File: config.mk
export PLATFORM = sky130hd
export DESIGN_NAME = cirr_top
export DESIGN_NICKNAME = d
export VERILOG_FILES = /design/src/cirr_pkg.sv /design/src/cirr_fifo.sv /design/src/cirr_top.sv
export SDC_FILE = /design/constraint.sdc
export NUM_CORES = 1
export LEC_CHECK = 0
export ABC_AREA = 0
export BUFFER_PORTS_ARGS = -buffer_cell sky130_fd_sc_hd__buf_2
export CAP_MARGIN = 40
export CORE_MARGIN = 3
export CORE_UTILIZATION = 40
export DETAILED_ROUTE_END_ITERATION = 16
export PLACE_DENSITY = 0.67
export SYNTH_ARGS = -nofsm -noshare
export SYNTH_HDL_FRONTEND = slang
export SYNTH_HIERARCHICAL = 1
export SYNTH_SLANG_ARGS = --single-unit
File: constraint.sdc
create_clock -name sys_clk -period 5.08 [get_ports sys_clk]
set_clock_uncertainty 0.1 [all_clocks]
set_input_delay 0.254 -clock sys_clk [delete_from_list [all_inputs] [get_ports sys_clk]]
set_output_delay 0.254 -clock sys_clk [all_outputs]
set_load 0.01 [all_outputs]
File: src/cirr_pkg.sv
// Package holding constants and types of the card identity and resource readout block
package cirr_pkg;
    // Identifier layout
    localparam int ID_BYTES = 9;
    localparam int ID_BITS = 72;
    localparam int ID_BIT_IDX_W = 7;
    localparam logic [6:0] ID_LAST_BIT = 7'h47;
    // Letter code range
    localparam logic [4:0] LETTER_MIN = 5'h01;
    localparam logic [4:0] LETTER_MAX = 5'h1A;
    // Serial number when card has no unique numbering
    localparam logic [31:0] SERIAL_NONE = 32'hFFFFFFFF;
    // Resource item tag fields
    localparam int TAG_TYPE_BIT = 7;
    localparam int TAG_NAME_HI = 6;
    localparam int TAG_NAME_LO = 3;
    localparam int TAG_LEN_HI = 2;
    localparam int TAG_LEN_LO = 0;
    localparam logic [3:0] SMALL_VERSION = 4'h1;
    localparam logic [3:0] SMALL_END = 4'hF;
    // Resource store
    localparam int RES_DEPTH = 32;
    localparam int RES_IDX_W = 5;
    // Status bit position of the byte-ready flag
    localparam int STAT_READY_BIT = 0;
    // Reset base and span of the decoded I/O window
    localparam logic [15:0] IO_BASE_RESET = 16'h0000;
    localparam logic [15:0] IO_SPAN = 16'h0008;
    // Fill pipeline states
    typedef enum logic [2:0] {
        FILL_IDLE = 3'b001,
        FILL_PUSH = 3'b010,
        FILL_DONE = 3'b100
    } cirr_fill_type;
endpackage

File: src/cirr_fifo.sv
// Small synchronous FIFO with valid/ready on both sides
`timescale 1ns/1ps
module cirr_fifo #(
    parameter int WIDTH = 8,
    parameter int DEPTH = 4,
    parameter int AW = 2
) (
    input wire logic sys_clk,
    input wire logic rst,
    input wire logic in_valid,
    output logic in_ready,
    input wire logic [WIDTH-1:0] in_data,
    output logic out_valid,
    input wire logic out_ready,
    output logic [WIDTH-1:0] out_data,
    input wire logic flush
);
    logic [WIDTH-1:0] mem_reg [DEPTH];
    logic [WIDTH-1:0] mem_next [DEPTH];
    logic [AW-1:0] wr_reg;
    logic [AW-1:0] wr_next;
    logic [AW-1:0] rd_reg;
    logic [AW-1:0] rd_next;
    logic [AW:0] cnt_reg;
    logic [AW:0] cnt_next;
    logic push;
    logic pop;

    // Honest flags from the occupancy count, both forced low while flush is high
    assign in_ready = (cnt_reg != (AW+1)'(DEPTH)) && !flush;
    assign out_valid = (cnt_reg != '0) && !flush;
    assign out_data = mem_reg[rd_reg];
    assign push = in_valid && in_ready;
    assign pop = out_valid && out_ready;

    // Next pointers, count and storage
    always_comb begin
        mem_next = mem_reg;
        wr_next = wr_reg;
        rd_next = rd_reg;
        cnt_next = cnt_reg;
        if (flush) begin
            wr_next = '0;
            rd_next = '0;
            cnt_next = '0;
        end else begin
            if (push) begin
                mem_next[wr_reg] = in_data;
                wr_next = (wr_reg == AW'(DEPTH - 1)) ? '0 : wr_reg + AW'(1);
            end
            if (pop) begin
                rd_next = (rd_reg == AW'(DEPTH - 1)) ? '0 : rd_reg + AW'(1);
            end
            cnt_next = cnt_reg + (AW+1)'(push) - (AW+1)'(pop);
        end
    end

    // Register stage
    always_ff @(posedge sys_clk or posedge rst) begin
        if (rst) begin
            for (int i = 0; i < DEPTH; i++) begin
                mem_reg[i] <= '0;
            end
            wr_reg <= '0;
            rd_reg <= '0;
            cnt_reg <= '0;
        end else begin
            mem_reg <= mem_next;
            wr_reg <= wr_next;
            rd_reg <= rd_next;
            cnt_reg <= cnt_next;
        end
    end
endmodule // cirr_fifo

File: src/cirr_top.sv
// Card-side identity and resource data readout with activation-gated decode
// What this block does
// - Configuration reads are allowed anytime and never disturb card functions.
// - Configuration registers are readable and writable (base writes ignored on fixed-resource devices); base reads back its programmed value.
// - Device decodes only assigned resources; adopts new settings on activation.
// - Activation readback reports the real active state, not the written value.
// - Fixed-resource devices still honour activation to leave the bus.
// - Identity is returned one bit per isolation port read.
// - Resource data advances by one byte per data port read.
// - Identifier is four code bytes, four serial bytes low first, checksum.
// - Code byte 0 bit7 clear, letter1 in 6:2, letter2 high bits 1:0.
// - Code bytes 2-3 carry three product digits and revision, upper nibble first.
// - Letters use five bits, A is 00001 through Z is 11010.
// - Serial unique per code; without unique numbering it reads all ones.
// - Resource data is tagged items; first byte bit 7 picks short or long.
// - Resource data contains version, text identifier and every fixed resource.
// - Order is version, identifier, per device items, then end tag.
// - Descriptor order binds to registers; null fillers keep mapping stable.
// - Short item is 2 to 8 bytes; tag has name 6:3, length 2:0.
// - Byte ready sets status bit 0; data read clears it until next byte.
`timescale 1ns/1ps
module cirr_top
    import cirr_pkg::*;
#(
    parameter logic [4:0] LETTER1 = 5'h01,       // Arbitrary maker letters
    parameter logic [4:0] LETTER2 = 5'h02,
    parameter logic [4:0] LETTER3 = 5'h03,
    parameter logic [11:0] PRODUCT = 12'h123,    // Arbitrary product number
    parameter logic [3:0] REVISION = 4'h0,       // Arbitrary revision
    parameter logic UNIQUE_SERIAL = 1'b0,
    parameter logic [31:0] SERIAL = 32'h00000001, // Arbitrary serial value
    parameter logic [7:0] CHECKSUM = 8'h00,      // Supplied by the card builder
    parameter int FIFO_DEPTH = 4,
    parameter int FIFO_AW = 2,
    parameter logic [8*RES_DEPTH-1:0] RES_IMAGE = {
        {28{8'h00}}, 8'h79, 8'h00, 8'h10, 8'h0A}, // Version item then end tag
    parameter logic [RES_IDX_W-1:0] RES_LEN = 5'h05
) (
    input wire logic sys_clk,
    input wire logic rst,
    input wire logic cfg_enter,
    input wire logic iso_read,
    output logic iso_bit,
    input wire logic res_read,
    output logic [7:0] res_data,
    output logic res_ready,
    input wire logic act_wr,
    input wire logic act_wdata,
    output logic act_status,
    input wire logic io_base_wr,
    input wire logic [15:0] io_base_wdata,
    output logic [15:0] io_base_rdata,
    input wire logic fixed_resources,
    input wire logic func_busy,
    input wire logic [15:0] bus_addr,
    input wire logic bus_cycle,
    output logic dev_select
);
    // Identity bits, least significant byte first on the wire
    logic [ID_BITS-1:0] ident;
    logic [7:0] code_b0;
    logic [7:0] code_b1;
    logic [7:0] code_b2;
    logic [7:0] code_b3;
    logic letters_ok;
    logic [31:0] serial_val;
    logic [ID_BIT_IDX_W-1:0] id_idx_reg;
    logic [ID_BIT_IDX_W-1:0] id_idx_next;
    logic iso_bit_reg;
    logic iso_bit_next;
    // Resource pointer and fill FSM
    cirr_fill_type fill_reg;
    cirr_fill_type fill_next;
    logic [RES_IDX_W-1:0] ptr_reg;
    logic [RES_IDX_W-1:0] ptr_next;
    logic [7:0] res_data_reg;
    logic [7:0] res_data_next;
    logic ready_reg;
    logic ready_next;
    logic fifo_in_valid;
    logic fifo_in_ready;
    logic fifo_out_valid;
    logic fifo_out_ready;
    logic [7:0] fifo_out_data;
    logic [7:0] cur_byte;
    // Configuration registers
    logic act_req_reg;
    logic act_req_next;
    logic act_live_reg;
    logic act_live_next;
    logic [15:0] io_prog_reg;
    logic [15:0] io_prog_next;
    logic [15:0] io_live_reg;
    logic [15:0] io_live_next;

    // Reads one byte from the constant resource image
    // Bytes beyond the image length are never fetched
    function automatic logic [7:0] res_byte(input logic [RES_IDX_W-1:0] idx);
        res_byte = RES_IMAGE[8*idx +: 8];
    endfunction

    // Checks a letter sits in the A..Z code range
    function automatic logic letter_ok(input logic [4:0] l);
        letter_ok = (l >= LETTER_MIN) && (l <= LETTER_MAX);
    endfunction

    // True when an address falls in the span above a base; the sum is one bit
    // wider so a base near the top of I/O space cannot wrap around
    function automatic logic in_window(input logic [15:0] addr, input logic [15:0] base);
        in_window = (addr >= base) && ({1'b0, addr} < ({1'b0, base} + {1'b0, IO_SPAN}));
    endfunction

    // Build identity bytes; a bad letter yields zero so faults show up early
    assign code_b0 = {1'b0, LETTER1, LETTER2[4:3]};
    assign code_b1 = {LETTER2[2:0], LETTER3};
    // Product digits go upper nibble first, and the revision digit sits below
    // the third product digit rather than above it
    assign code_b2 = PRODUCT[11:4];
    assign code_b3 = {PRODUCT[3:0], REVISION};
    assign serial_val = UNIQUE_SERIAL ? SERIAL : SERIAL_NONE;
    assign letters_ok = letter_ok(LETTER1) && letter_ok(LETTER2) && letter_ok(LETTER3);
    // Wire order is byte 0 first, so the first field sits at the bottom
    assign ident = letters_ok ? {
        CHECKSUM,
        serial_val[31:24],
        serial_val[23:16],
        serial_val[15:8],
        serial_val[7:0],
        code_b3,
        code_b2,
        code_b1,
        code_b0} : '0;

    // Isolation bit sequencer: one identity bit per isolation read. The index
    // wraps after the checksum, so a host that over-reads sees the identity
    // again; re-entering configuration wins over a read in the same cycle
    always_comb begin
        id_idx_next = id_idx_reg;
        iso_bit_next = iso_bit_reg;
        if (cfg_enter) begin
            id_idx_next = '0;
        end else if (iso_read) begin
            iso_bit_next = ident[id_idx_reg];
            id_idx_next = (id_idx_reg == ID_LAST_BIT) ? '0 : id_idx_reg + 7'h01;
        end
    end

    // Register stage of the isolation sequencer
    always_ff @(posedge sys_clk or posedge rst) begin
        if (rst) begin
            id_idx_reg <= '0;
            iso_bit_reg <= 1'b0;
        end else begin
            id_idx_reg <= id_idx_next;
            iso_bit_reg <= iso_bit_next;
        end
    end

    // Bit stands until the next isolation read
    assign iso_bit = iso_bit_reg;

    // Prefetch the image into the FIFO so a data read never waits on storage
    assign cur_byte = res_byte(ptr_reg);
    assign fifo_in_valid = (fill_reg == FILL_PUSH);
    assign fifo_out_ready = !ready_reg || res_read;

    // Image walk: one byte pushed per free slot; the walk stops at the last
    // byte, so reads past the end just leave the ready flag low
    always_comb begin
        fill_next = fill_reg;
        ptr_next = ptr_reg;
        case (fill_reg)
            FILL_IDLE: begin
                fill_next = FILL_PUSH;
            end
            FILL_PUSH: begin
                if (fifo_in_ready) begin
                    // Bytes advance only while the FIFO has a free slot, so a full FIFO stalls the walk until reads drain it
                    if (ptr_reg == RES_LEN - 5'h01) begin
                        fill_next = FILL_DONE;
                    end else begin
                        ptr_next = ptr_reg + 5'h01;
                    end
                end
            end
            FILL_DONE: begin
                fill_next = FILL_DONE;
            end
            default: begin
                fill_next = FILL_IDLE;
            end
        endcase
        if (cfg_enter) begin
            fill_next = FILL_IDLE;
            ptr_next = '0;
        end
    end

    // Output byte and ready flag; a fresh byte loaded in the read cycle wins
    // The reload beats the read clear, which is the set-wins case of the flag
    always_comb begin
        res_data_next = res_data_reg;
        ready_next = ready_reg;
        if (res_read) begin
            ready_next = 1'b0;
        end
        if (fifo_out_valid && fifo_out_ready) begin
            res_data_next = fifo_out_data;
            ready_next = 1'b1;
        end
        if (cfg_enter) begin
            ready_next = 1'b0;
        end
    end

    // Register stage of the resource walk and output byte
    always_ff @(posedge sys_clk or posedge rst) begin
        if (rst) begin
            fill_reg <= FILL_IDLE;
            ptr_reg <= '0;
            res_data_reg <= 8'h00;
            ready_reg <= 1'b0;
        end else begin
            fill_reg <= fill_next;
            ptr_reg <= ptr_next;
            res_data_reg <= res_data_next;
            ready_reg <= ready_next;
        end
    end

    // Data and flag come straight from flops, so the host never sees a glitch
    assign res_data = res_data_reg;
    assign res_ready = ready_reg;

    // Byte FIFO between image walk and data port
    // Four bytes cover the turn-around of the host's poll and read
    cirr_fifo #(
        .WIDTH(8),
        .DEPTH(FIFO_DEPTH),
        .AW(FIFO_AW)
    ) u_fifo (
        .sys_clk(sys_clk),
        .rst(rst),
        .in_valid(fifo_in_valid),
        .in_ready(fifo_in_ready),
        .in_data(cur_byte),
        .out_valid(fifo_out_valid),
        .out_ready(fifo_out_ready),
        .out_data(fifo_out_data),
        .flush(cfg_enter)
    );

    // A base written while active stays unused until the next activation, so
    // a host that skips the deactivate step keeps the old decode window
    // Activation and base registers; the live base changes only on activation, live state also on deactivate
    always_comb begin
        act_req_next = act_req_reg;
        io_prog_next = io_prog_reg;
        io_live_next = io_live_reg;
        act_live_next = act_live_reg;
        if (act_wr) begin
            act_req_next = act_wdata;
        end
        if (io_base_wr && !fixed_resources) begin
            io_prog_next = io_base_wdata;
        end
        // Live state falls at once on deactivate but rises only when the
        // function is idle, so readback can lag the written value
        if (!act_req_reg) begin
            act_live_next = 1'b0;
        end else if (!act_live_reg && !func_busy) begin
            act_live_next = 1'b1;
            io_live_next = io_prog_reg;
        end
    end

    // Register stage of the activation state
    always_ff @(posedge sys_clk or posedge rst) begin
        if (rst) begin
            act_req_reg <= 1'b0;
            act_live_reg <= 1'b0;
            io_prog_reg <= IO_BASE_RESET;
            io_live_reg <= IO_BASE_RESET;
        end else begin
            act_req_reg <= act_req_next;
            act_live_reg <= act_live_next;
            io_prog_reg <= io_prog_next;
            io_live_reg <= io_live_next;
        end
    end

    assign act_status = act_live_reg;
    assign io_base_rdata = io_prog_reg;

    // Decode only the assigned window, and only while really active; a zero
    // base means no I/O range was assigned
    assign dev_select = bus_cycle && act_live_reg && (io_live_reg != 16'h0000) &&
        in_window(bus_addr, io_live_reg);
endmodule // cirr_top

=== Word-level counts from Yosys, hierarchy flattened ===
Memory sizes are Yosys's and may differ from the RTL's. A register that Yosys moved wholly into a read port is not among the register bits.
Cells that the tools add are included.

* Register bits after elaboration: 97
* Bits in read-only memories: 128
* Input port bits: 43
* Output and inout bits: 28
* Word-level logic and storage cells: 104
* Memories: 1

{| class="wikitable"
|+ Memory list
! name !! words !! bits a word !! rd ports !! clocked after Yosys merged registers in !! write ports !! line !! source
|-
| (no name shown) || 128 || 1 || 1 || 1 || 0 || cirr_top.sv:143 || <nowiki>iso_bit_next = ident[id_idx_reg];</nowiki>
|}

* $add $sub $neg: 7
* Magnitude comparators: 5
* Eq/ne operators: 12
* Shifts and indexed selects: 1
* Multiplexer cells: 29
* Bitwise logic cells: 3
* Reductions and logical operators: 30

{| class="wikitable"
|+ Operators with widths
! operator !! number
|-
| $shiftx A256 B9 Y8 const A || 1
|-
| $bwmux W32 || 1
|-
| $mux W8 || 3
|-
| $mux W7 || 3
|-
| $mux W5 || 4
|-
| $add A16 B4 Y17 const B || 1
|-
| $lt A16 B17 Y1 || 1
|-
| $bmux W8 S2 || 1
|-
| $demux W8 S2 || 1
|-
| $ge A16 B16 Y1 || 1
|-
| $reduce_bool A16 Y1 || 1
|-
| $mux W2 || 6
|-
| $mux W3 || 4
|-
| $logic_and A1 B1 Y1 || 11
|-
| $reduce_bool A2 Y1 || 5
|-
| $ne A3 B3 Y1 const B || 3
|-
| $pmux W3 S3 || 1
|-
| $reduce_and A2 Y1 || 4
|-
| $add A7 B1 Y7 const B || 1
|-
| $eq A7 B7 Y1 const B || 1
|-
| $ge A3 B3 Y1 const B || 2
|-
| $not A2 Y3 || 2
|-
| $reduce_bool A3 Y1 || 2
|-
| $add A5 B1 Y5 const B || 1
|-
| other kinds (16) || 26
|}

=== Longest topological paths before layout ===
Gate-level depths: netlist (run 1).

* Word-level depth: 6
* Gate-level depth with buffers: 12
* Depth with buffers taken out: 12

=== Hierarchy ===
Netlist (run 1), hierarchy kept.

{| class="wikitable"
|+ Modules (own cells, without submodules)
! module !! instances !! cells each !! area each (um^2) !! sequential area each (um^2)
|-
| cirr_top || 1 || 347 || 3499.6 || 1477.7
|-
| cirr_fifo || 1 || 127 || 1931.9 || 975.9
|}

=== Worst setup path before layout (run 1) ===
Ideal clock, no wire load.

* Path type: reg2reg
* Start: reg fill_reg[1]
* End: reg u_fifo.cnt_reg[2]
* Library setup time: 0.086 ns
* Data arrival time: 2.585 ns
* Required time: 4.894 ns
* Path slack: 2.309 ns
* Cell stages (with the launch flop): 13
* Buffers on the path: 0
* Period minus slack after synthesis: 2.771 ns
* Path through: dfrtp_1 inv_1 nor3_1 inv_1 or3_2 ha_1 inv_1 ha_1 inv_1 fa_1 xor2_1 and2_1 nor3_1

* Cells in the longest elaborated chain, start to end: 5

{| class="wikitable"
|+ RTL lines
! element !! line !! source
|-
| from (decl) || cirr_top.sv:72 || <nowiki>cirr_fill_type fill_reg;</nowiki>
|-
| from (signal assigned) || cirr_top.sv:224 || <nowiki>fill_reg <= fill_next;</nowiki>
|-
| $eq A3 B2 Y1 || cirr_top.sv:164 || <nowiki>assign fifo_in_valid = (fill_reg == FILL_PUSH);</nowiki>
|-
| named net fifo_in_valid || cirr_top.sv:80 || <nowiki>logic fifo_in_valid;</nowiki>
|-
| $logic_and A1 B1 Y1 || cirr_fifo.sv:33 || <nowiki>assign push = in_valid && in_ready;</nowiki>
|-
| $add A3 B1 Y3 || cirr_fifo.sv:54 || <nowiki>cnt_next = cnt_reg + (AW+1)'(push) - (AW+1)'(pop);</nowiki>
|-
| $sub A3 B1 Y3 || cirr_fifo.sv:54 ||
|-
| $mux W3 || cirr_fifo.sv:42 || <nowiki>if (flush) begin</nowiki>
|-
| named net u_fifo.cnt_next[2] || cirr_fifo.sv:25 || <nowiki>logic [AW:0] cnt_next;</nowiki>
|-
| to (signal assigned) || cirr_fifo.sv:71 || <nowiki>cnt_reg <= cnt_next;</nowiki>
|-
| to (decl) || cirr_fifo.sv:24 || <nowiki>logic [AW:0] cnt_reg;</nowiki>
|}

The timed path passes the listed nets, and every way through them passes these cells.
A chain may end at the register's enable or synchronous reset.

=== Final worst setup path (run 1) ===
* Start: reg io_live_reg[3]
* End: out dev_select

* Cells in the longest elaborated chain, start to end: 4
* Elaborated cells between the ends (all ways): 7
* Classes of those cells: add/sub: 1; order compare: 2; reduce/logical: 4

{| class="wikitable"
|+ RTL lines
! element !! line !! source
|-
| from (decl) || cirr_top.sv:93 || <nowiki>logic [15:0] io_live_reg;</nowiki>
|-
| from (signal assigned) || cirr_top.sv:288 || <nowiki>io_live_reg <= io_live_next;</nowiki>
|-
| $add A16 B4 Y17 || cirr_top.sv:110 || <nowiki>in_window = (addr >= base) && ({1'b0, addr} < ({1'b0, base} + {1'b0, IO_SPAN}));</nowiki>
|-
| $lt A16 B17 Y1 || cirr_top.sv:110 ||
|-
| $logic_and A1 B1 Y1 || cirr_top.sv:110 ||
|-
| $logic_and A1 B1 Y1 * || cirr_top.sv:297 || <nowiki>assign dev_select = bus_cycle && act_live_reg && (io_live_reg != 16'h0000) &&</nowiki>
|-
| to (decl) || cirr_top.sv:57 || <nowiki>output logic dev_select</nowiki>
|}

Every way passes the cells marked *; elsewhere a longest branch is shown, timed or not.

==> results.json, run 1 <==
{
  "synthCells": 474,
  "cts_max_level": 3,
  "fin_area_um2": 6350,
  "drt-initial-drc-count": 250,
  "worstSetupPathType": "reg2out",
  "yosysMostFrequentCell": "dfrtp_1",
  "num_vias": 3878,
  "clockBufferDepth": 2,
  "dieArea_um2": 15000,
  "dr.pass1.iters": 5,
  "status": "complete, no violations",
  "nFillCells": 1172,
  "core_area_um2": 12900,
  "yosys.area.top_type": "dfrtp_1",
  "slowest_delay_ps": 430,
  "cts_buffers": 9,
  "routedWlPerCell_um": 15.4,
  "required_ps": 4730,
  "final_cells": 733,
  "nets": 645,
  "ys.flop_type": "dfrtp_1",
  "insertion_delay_ps": 350,
  "largest_register_ff_count": 32,
  "crit_fanout": 5,
  "dpl.hpwl_mm": 8.37,
  "grt_first_pass_wirelength_mm": 19.1,
  "min_from": "func_busy",
  "ys_ff_latch": 98,
  "critPathLaunch": "io_live_reg[3]",
  "yosysSeqAreaShare_pct": 45.2,
  "netlist_top_cells_area": "dfrtp_1 45%, mux2_2 12%, ha_1 10%",
  "r2r_start": "fill_reg[1]",
  "final_hold_viol_count": 0,
  "ir_drop_mv": 0.207,
  "dp_slack_ps": 2100,
  "hp-class": "in2reg",
  "cts.sinks": 98,
  "drive_gt1_share_pct": 30.8,
  "clk_pin_slew_ps": 70,
  "setup_ws_ps": 1770,
  "synth_top_area_share_pct": 44.7,
  "place_area_um2": 6000,
  "dieHeight_um": 123,
  "avgSynthCellArea_um2": 11.5,
  "cts_resized": 0,
  "power.total_mw": 2.52,
  "end_kind": "primary output",
  "grt_max_degree": 60,
  "overflow": 0,
  "fmax_ghz": 0.302,
  "p_leak_nw": 2.99,
  "grt_use_total_pct": 16.1,
  "dp_cells": 716,
  "fp-row-count": 41,
  "wirelength_mm": 11.3,
  "yosysWarnings": 6,
  "critPathLaunchType": "flop",
  "syn_area_um2": 5430,
  "detail-route-antenna-nets": 0,
  "report.final.slew_viol_count": 0,
  "fin_crit_sh_pct": 65.1,
  "fin_crit_ps": 3310,
  "power_per_cell_area_nw_per_um2": 397,
  "setup_viol": 0,
  "gp_congestion": 0.910,
  "fin_tns_setup_ps": 0,
  "synth_enable_flop_cells": 0,
  "synthTopCellsByCount": "97 x dfrtp_1, 56 x mux2_2, 45 x ha_1",
  "path_cells": "inv_1, nor2_1, nand3_2, nor4_2, xnor2_1, ha_1, a21o_1, a21oi_1, o21ai_0, o31a_1, a211oi_2, buf_2",
  "area_growth_syn_to_layout_pct": 16.9,
  "holdWs_ps": 31.5,
  "yosysUniqueCellTypes": 57,
  "io_buffer_count": 70,
  "final_util_pct": 49.1,
  "start_util_pct": 42.0,
  "tightest_slew_ps": 764,
  "n_antenna_cell": 0,
  "drc": 0,
  "route.detailed.vias_per_inst": 5.29,
  "grt_pass1_vias": 3923,
  "cp.arrival_ps": 2950,
  "slew_headroom_pct": 49.1,
  "rsz0062_at_grt": "false",
  "critPathSlowestCell": "dfrtp_1",
  "dieWidth_um": 123,
  "root_buffer": "clkbuf_16",
  "antenna_found_initial": 0,
  "cts_tree": "done",
  "max_cap_violations": 0,
  "pin_count": 71,
  "async_flop_share_pct": 100
}
-- where the power goes --
| group | total [mW] | switching, mW | internal, mW |
|---|---|---|---|
| Clock | 0.753 | 0.312 | 0.441 |
| Sequential | 1.05 | 0.142 | 0.912 |
| Combinational | 0.713 | 0.366 | 0.347 |
| Total | 2.52 | 0.820 | 1.70 |
-- cell type report --
class	count	area [um2]	area share [%]
inverters	39	146	2.31
flip-flops and latches	98	2450	38.6
clock buffers	9	225	3.55
repair buffers	76	395	6.23
clock inverters	7	110	1.73
well taps	172	215	3.39
multi-input cells	332	2800	44.2
-- timing repair --
item / 4_1_cts / 5_1_grt
hold endpoints to repair: 39 / 0
hold buffers: 1 / 0
endpoints found under the setup margin: 0 / 0
setup buffers: 0 / 0
-- worst paths after layout --
check | to | slack, ps | cells after the start
max in group asynchronous | io_base_rdata[5] | 3750 | 4
worst max-delay path | dev_select | 1770 | 12
min in group asynchronous | u_fifo/mem_reg[27] | 540 | 4
worst min-delay path | act_status | 30 | 2
worst min register to register | u_fifo/mem_reg[31] | 400 | 1
worst max register to register | u_fifo/cnt_reg[2] | 2090 | 12
-- worst max-delay path: cells and delay by family, from the launching register on --
| family | cells | cell delay, ps |
|---|---|---|
| xor+xnor | 1 | 170 |
| simple gates | 3 | 640 |
| flops | 1 | 430 |
| fa+ha+maj | 1 | 280 |
| compound gates | 5 | 830 |
| buf+inv | 2 | 260 |
-- kinds of logic (layout without fill, tap and decap cells) --
| group | after synthesis | in the layout | synth area share, % |
|---|---|---|---|
| AND/OR/NAND/NOR | 120 | 120 | 13.3 |
| flip-flops | 98 | 98 | 45.2 |
| AO/OA/AOI/OAI | 72 | 72 | 8.36 |
| multiplexers | 68 | 68 | 15.7 |
| buffers and inverters | 51 | 131 | 3.78 |
| adder cells (fa/ha/maj) | 46 | 46 | 10.7 |
| XOR/XNOR | 18 | 18 | 2.90 |
| other | 1 | 8 | 0.0690 |
-- cell usage in the layout, fill, tap and decap left out, drive strengths merged, types with 3 or more instances in the layout --
cell    synthesis  routed
a211oi          4       4
a21o            4       4
a21oi          12      12
and3            5       5
buf             5      75
clkbuf          7       9
conb            1       8
dfrtp          97      97
ha             45      45
inv            39      42
mux2           58      58
mux4            8       8
nand2          28      28
nand2b          6       6
nand3          14      14
nand4           8       8
nor2           24      24
nor2b           4       4
nor3            7       7
nor3b           3       3
nor4            7       7
nor4b           6       6
o211ai          5       5
o21ai          28      28
o31ai           6       6
xnor2          12      12
xor2            6       6
-- per-layer routing --
layer / share of wire [%] / up-vias / track usage, %
met5: 0 / - / 0
met1: 45 / 1943 / 20.7
li1: - / 1859 / -
met2: 51 / 65 / 27.0
met4: 1.1 / 0 / 5.67
met3: 3.4 / 11 / 3.32
Power figures use the tool's default switching activity.
==> run 2: changes to the inputs <==
--- a/config.mk
+++ b/config.mk
@@ -5,7 +5,7 @@
 export SDC_FILE = /design/constraint.sdc
 export NUM_CORES = 1
 export LEC_CHECK = 0
-export ABC_AREA = 0
+export ABC_AREA = 1
 export BUFFER_PORTS_ARGS = -buffer_cell sky130_fd_sc_hd__buf_2
 export CAP_MARGIN = 40
 export CORE_MARGIN = 3
==> constraint.sdc (replaced) <==
create_clock -name sys_clk -period 3.1 [get_ports sys_clk]
set_clock_uncertainty 0.1 [all_clocks]
set_input_delay 0.155 -clock sys_clk [delete_from_list [all_inputs] [get_ports sys_clk]]
set_output_delay 0.155 -clock sys_clk [all_outputs]
set_load 0.01 [all_outputs]
==> run 2 against run 1 <==
Wire length grew 15%. Sequential cell count is the same. Sequential power up 70%. Clock-buffer cell count grew 3. Via count rose by 21%. Synthesized cell count grew 43%. Synthesized area up 4.3%. Critical path depth up 1. Utilization increased by 0.44 points. Worst setup slack lost 1400 ps. Critical endpoint unchanged.
==> results.json, run 2 <==
{
  "overflow": 0,
  "met2_length_mm": 6.07,
  "critPathLaunchType": "flop",
  "path_delay_family": "simple AND/OR/NAND/NOR gates",
  "synthTopCellsByCount": "150 x nand2_1, 97 x dfrtp_1, 79 x inv_1",
  "drt-initial-drc-count": 270,
  "clockBufferDepth": 2,
  "ys.flop_type": "dfrtp_1",
  "pin_count": 71,
  "report.final.slew_viol_count": 0,
  "routedWlPerCell_um": 13.5,
  "fp-row-count": 42,
  "power_per_cell_area_nw_per_um2": 679,
  "avgSynthCellArea_um2": 8.35,
  "min_from": "iso_read",
  "largest_register_ff_count": 32,
  "p_leak_nw": 3.58,
  "dr_wl_met3_um": 474,
  "dr.pass1.iters": 5,
  "root_buffer": "clkbuf_16",
  "cp.arrival_ps": 2460,
  "drive_gt1_share_pct": 16.2,
  "r2r_end": "u_fifo/cnt_reg[2]",
  "dp_cells": 918,
  "cp_num_buf_inv": 1,
  "insertion_delay_ps": 340,
  "fin_crit_sh_pct": 87.6,
  "syn_area_um2": 5670,
  "end_kind": "primary output",
  "yosysWarnings": 6,
  "synth_enable_flop_cells": 0,
  "worstSetupPathType": "reg2out",
  "post-cts-setup-buffers": 0,
  "setup_viol": 0,
  "final_cell_mix": "150 x nand2_1, 97 x dfrtp_1, 78 x inv_1",
  "clk_pin_slew_ps": 60,
  "final_hold_viol_count": 0,
  "grt_first_pass_wirelength_mm": 22.6,
  "setup_ws_ps": 384,
  "critPathSlowestCell": "dfrtp_1",
  "fin_crit_ps": 2720,
  "io_buffer_count": 70,
  "synth_top_area_share_pct": 42.8,
  "start_util_pct": 41.8,
  "n_antenna_cell": 0,
  "grt_pass1_vias": 4710,
  "cts.sinks": 98,
  "status": "complete, no violations",
  "async_flop_share_pct": 100,
  "required_ps": 2840,
  "slew_headroom_pct": 51.8,
  "dieHeight_um": 125,
  "wl_met1_mm": 6.13,
  "yosysSeqAreaShare_pct": 43.3,
  "dieArea_um2": 15600,
  "reg2reg_slack_ps": 870,
  "r2r_start": "u_fifo/cnt_reg[1]",
  "synthCells": 679,
  "rsz0062_at_grt": "false",
  "core_area_um2": 13600,
  "fmax_ghz": 0.368,
  "ys_ff_latch": 98,
  "slowest_delay_ps": 440,
  "top_layer_used": "met4",
  "ir_drop_mv": 0.321,
  "num_vias": 4706,
  "nets": 861,
  "cpMostUsedCell": "nand2_1",
  "hold_depth": 4,
  "final_cells": 952,
  "fin_tns_setup_ps": 0,
  "wirelength_mm": 12.9,
  "path_cells": "nand2_1, nor2_4, nand3_4, nor3_4, nand4_1, xor2_1, ha_1, a21oi_1, nor3_1, nor2_1, nand2_1, nor2_2, buf_2",
  "yosysUniqueCellTypes": 42,
  "grt_max_degree": 40,
  "detail-route-antenna-nets": 0,
  "crit_fanout": 6,
  "dieWidth_um": 125,
  "gp_congestion": 0.881,
  "yosysMostFrequentCell": "nand2_1",
  "netlist_top_cells_area": "dfrtp_1 43%, ha_1 9.9%, nand2_1 9.9%",
  "final_common_cell": "nand2_1",
  "power.total_mw": 4.56,
  "cts_max_level": 3,
  "hp-class": "in2reg",
  "grt_use_total_pct": 17.4,
  "drc": 0,
  "area_growth_syn_to_layout_pct": 18.6,
  "cts_buffers": 9,
  "max_cap_violations": 0,
  "r2r_cells": 11,
  "dp_slack_ps": 745,
  "cts_tree": "done",
  "antenna_found_initial": 0,
  "hold_end": "id_idx_reg[0]",
  "tightest_slew_ps": 721,
  "yosys.area.top_type": "dfrtp_1",
  "dpl.hpwl_mm": 9.39,
  "route.detailed.vias_per_inst": 4.94
}
## run 2: kinds of logic after synthesis
group | count (synthesis) | synth area share, %
other | 1 | 0.0662
adder cells (fa/ha/maj) | 46 | 10.3
multiplexers | 15 | 2.98
flip-flops | 98 | 43.3
buffers and inverters | 103 | 7.44
AND/OR/NAND/NOR | 314 | 25.3
XOR/XNOR | 14 | 2.16
AO/OA/AOI/OAI | 88 | 8.50
## run 2: metal layers
metal	global-route usage, %	up-vias
li1	-	2422
met1	23.8	2177
met2	28.2	92
met3	2.86	15
met4	5.99	0
met5	0	-
## run 2: worst max path at each step
stage	start	end	slack (ps)	cells after the start
2_1_floorplan	fill_reg[0]	u_fifo/cnt_reg[2]	950	12
3_3_place_gp	io_live_reg[4]	dev_select	820	13
3_5_place_dp	io_live_reg[4]	dev_select	740	13
4_1_cts	io_live_reg[4]	dev_select	370	13
5_1_grt	io_live_reg[4]	dev_select	160	15
6_report	io_live_reg[4]	dev_select	380	13
## run 2: where the power goes
group	leakage, nW	switching (mW)	internal, mW
clock	0.142	0.464	0.641
combinational	2.18	1.01	0.659
sequential	1.26	0.255	1.53
## run 2: layout make-up
cell class	instances	area (um2)
sequential	98	2450
timing repair buffer	96	633
tap	176	220
multi-input combinational	485	2820
fill	1265	6840
inverter	82	308
clock buffer	12	246
clock inverter	3	40.0
## run 2: through the flow
| step | utilization (%) | hold WS, ps | instance area, um2 |
|---|---|---|---|
| 2_1_floorplan | - | 118 | 5690 |
| 3_3_place_gp | 45.6 | 236 | 6180 |
| 3_5_place_dp | 46.0 | 238 | 6240 |
| 4_1_cts | 49.6 | 15.5 | 6720 |
| 5_1_grt | 49.6 | 66.2 | 6720 |
| 6_report | 49.6 | 23.6 | 6720 |
## run 2: tightest hold or removal path, stage by stage
cell	delay (ps)
buf_2	100
nor2_1	50
nand2_1	40
o21ai_0	70
## run 2: what timing repair did
action / in CTS / in global routing
gates resized for setup: 0 / 0
hold endpoints to repair: 89 / 0
hold buffers: 19 / 0
setup endpoints to repair: 0 / 0
==> run 3: changes to the inputs <==
--- a/config.mk
+++ b/config.mk
@@ -5,7 +5,7 @@
 export SDC_FILE = /design/constraint.sdc
 export NUM_CORES = 1
 export LEC_CHECK = 0
-export ABC_AREA = 1
+export ABC_AREA = 0
 export BUFFER_PORTS_ARGS = -buffer_cell sky130_fd_sc_hd__buf_2
 export CAP_MARGIN = 40
 export CORE_MARGIN = 3
==> run 3 against run 2 <==
Sequential share of layout area rose by 0.37 points. Via count fell by 16%. Worst setup slack got worse by 280 ps. First-iteration DRC count fell by 27%. Wire length fell by 11%. Sequential power fell by 4%. Die area fell by 4.0%. Sequential cell count did not move. Register-to-register slack got worse by 570 ps. Cell area fell by 1.0%. Clock-buffer cell count fell by 3.
==> results.json, run 3 (synthesis results as in run 1) <==
{
  "grt_first_pass_wirelength_mm": 19.1,
  "r2r_end": "u_fifo/cnt_reg[2]",
  "met2_length_mm": 5.77,
  "top_layer_used": "met4",
  "grt_pass1_vias": 4091,
  "drc": 0,
  "cts.sinks": 98,
  "final_common_cell": "dfrtp_1",
  "final_cell_mix": "97 x dfrtp_1, 70 x buf_2, 56 x mux2_2",
  "hold_depth": 3,
  "crit_fanout": 4,
  "reg2reg_slack_ps": 300,
  "antenna_found_initial": 0,
  "fmax_ghz": 0.334,
  "setup_ws_ps": 102,
  "final_cells": 764,
  "seq_area_um2": 2450,
  "nets": 676,
  "dieHeight_um": 123,
  "cts_tree": "done",
  "cp.arrival_ps": 2740,
  "slowest_delay_ps": 380,
  "p_leak_nw": 3.12,
  "n_antenna_cell": 0,
  "cpMostUsedCell": "and3_4",
  "r2r_start": "fill_reg[1]",
  "root_buffer": "clkbuf_16",
  "multi_input_area_um2": 2840,
  "dieArea_um2": 15000,
  "grt_use_total_pct": 16.1,
  "clockBufferDepth": 2,
  "wl_met1_mm": 5.01,
  "cts_buffers": 9,
  "dr.pass1.iters": 4,
  "dieWidth_um": 123,
  "wirelength_mm": 11.5,
  "pin_count": 71,
  "dp_slack_ps": 307,
  "final_hold_viol_count": 0,
  "drive_gt1_share_pct": 31.6,
  "setup_viol": 0,
  "r2r_cells": 12,
  "io_buffer_count": 70,
  "slew_headroom_pct": 51.9,
  "report.final.slew_viol_count": 0,
  "grt_max_degree": 40,
  "dp_cells": 720,
  "fin_crit_sh_pct": 96.7,
  "tightest_slew_ps": 721,
  "ir_drop_mv": 0.350,
  "rsz0062_at_grt": "true",
  "fp-row-count": 41,
  "start_util_pct": 42.0,
  "clk_pin_slew_ps": 70,
  "end_kind": "primary output",
  "fin_crit_ps": 3000,
  "gp_congestion": 0.906,
  "worstSetupPathType": "reg2out",
  "dpl.hpwl_mm": 8.50,
  "hold_end": "res_ready",
  "core_area_um2": 12900,
  "routedWlPerCell_um": 15.1,
  "hp-class": "in2reg",
  "cts_max_level": 3,
  "status": "complete, no violations",
  "num_vias": 3967,
  "critPathLaunchType": "flop",
  "drt-initial-drc-count": 198,
  "critPathSlowestCell": "dfrtp_1",
  "nFillCells": 1145,
  "power_per_cell_area_nw_per_um2": 624,
  "route.detailed.vias_per_inst": 5.19,
  "path_cells": "and3_4, and3_4, nand3_4, nor4_4, xnor2_1, ha_1, a21o_1, a21oi_2, o21ai_1, o31a_1, a211oi_2, buf_2",
  "detail-route-antenna-nets": 0,
  "max_cap_violations": 0,
  "largest_register_ff_count": 32,
  "insertion_delay_ps": 340,
  "dr_wl_met3_um": 523,
  "required_ps": 2840,
  "overflow": 0,
  "min_from": "res_read",
  "area_growth_syn_to_layout_pct": 22.5
}
## run 3: cell count changes in the layout (fill, tap and decap cells not counted), moves of 18 or more
cell,previous run,this run
nor2_1,77,23
mux2_2,15,56
nand2_1,150,28
a21oi_1,29,11
nand4_1,37,8
inv_1,78,38
## run 3: stage by stage
stage | instance area, um2 | total power [mW] | hold slack [ps] | utilization [%] | setup TNS [ps]
finish | 6650 | 4.15 | 50.3 | 51.5 | 0
floorplan | 5460 | 2.57 | 128 | - | 0
global route | 6650 | 4.44 | 81.0 | 51.5 | -62.2
CTS | 6570 | 4.15 | 34.2 | 50.9 | 0
global placement | 6040 | 2.88 | 205 | 46.7 | 0
detailed placement | 6040 | 2.94 | 221 | 46.7 | 0
## run 3: worst max path at each step
stage / start / to / slack (ps)
2_1_floorplan: fill_reg[1] / u_fifo/cnt_reg[2] / 330
6_report: io_live_reg[7] / dev_select / 100
3_3_place_gp: fill_reg[1] / u_fifo/cnt_reg[2] / 420
5_1_grt: io_live_reg[7] / dev_select / -60
3_5_place_dp: fill_reg[1] / u_fifo/cnt_reg[2] / 310
4_1_cts: io_live_reg[6] / dev_select / 40
## run 3: where the power goes
group	leakage [nW]	switching (mW)	internal, mW
combinational	1.70	0.634	0.625
sequential	1.27	0.229	1.50
clock	0.153	0.518	0.650
total	3.12	1.38	2.77
## run 3: final cells by class
| class | count | share of cell area (%) |
|---|---|---|
| Inverter | 39 | 2.20 |
| Clock inverter | 7 | 1.41 |
| Tap cell | 172 | 3.24 |
| Clock buffer | 9 | 3.39 |
| Timing Repair Buffer | 107 | 10.2 |
| Sequential cell | 98 | 36.9 |
| Multi-Input combinational cell | 332 | 42.6 |
## run 3: per-layer routing
layer / vias up / global-route usage, %
met5: - / 0
met4: 0 / 5.18
met3: 18 / 3.13
met2: 90 / 28.1
met1: 1939 / 20.0
li1: 1920 / -
## run 3: what timing repair did
action / CTS / global route
hold buffers: 21 / 0
hold endpoints to repair: 89 / 0
setup buffers: 1 / 6
setup endpoints to repair: 1 / 1
pin swaps: 0 / 4
gates resized for setup: 0 / 7
## run 3: worst max-delay path, delay by kind of cell, from the launching register on
kind / cells / cell delay, ps
compound gates: 5 / 700
xor+xnor: 1 / 110
fa+ha+maj: 1 / 310
buf+inv: 1 / 160
flops: 1 / 380
simple gates: 4 / 740
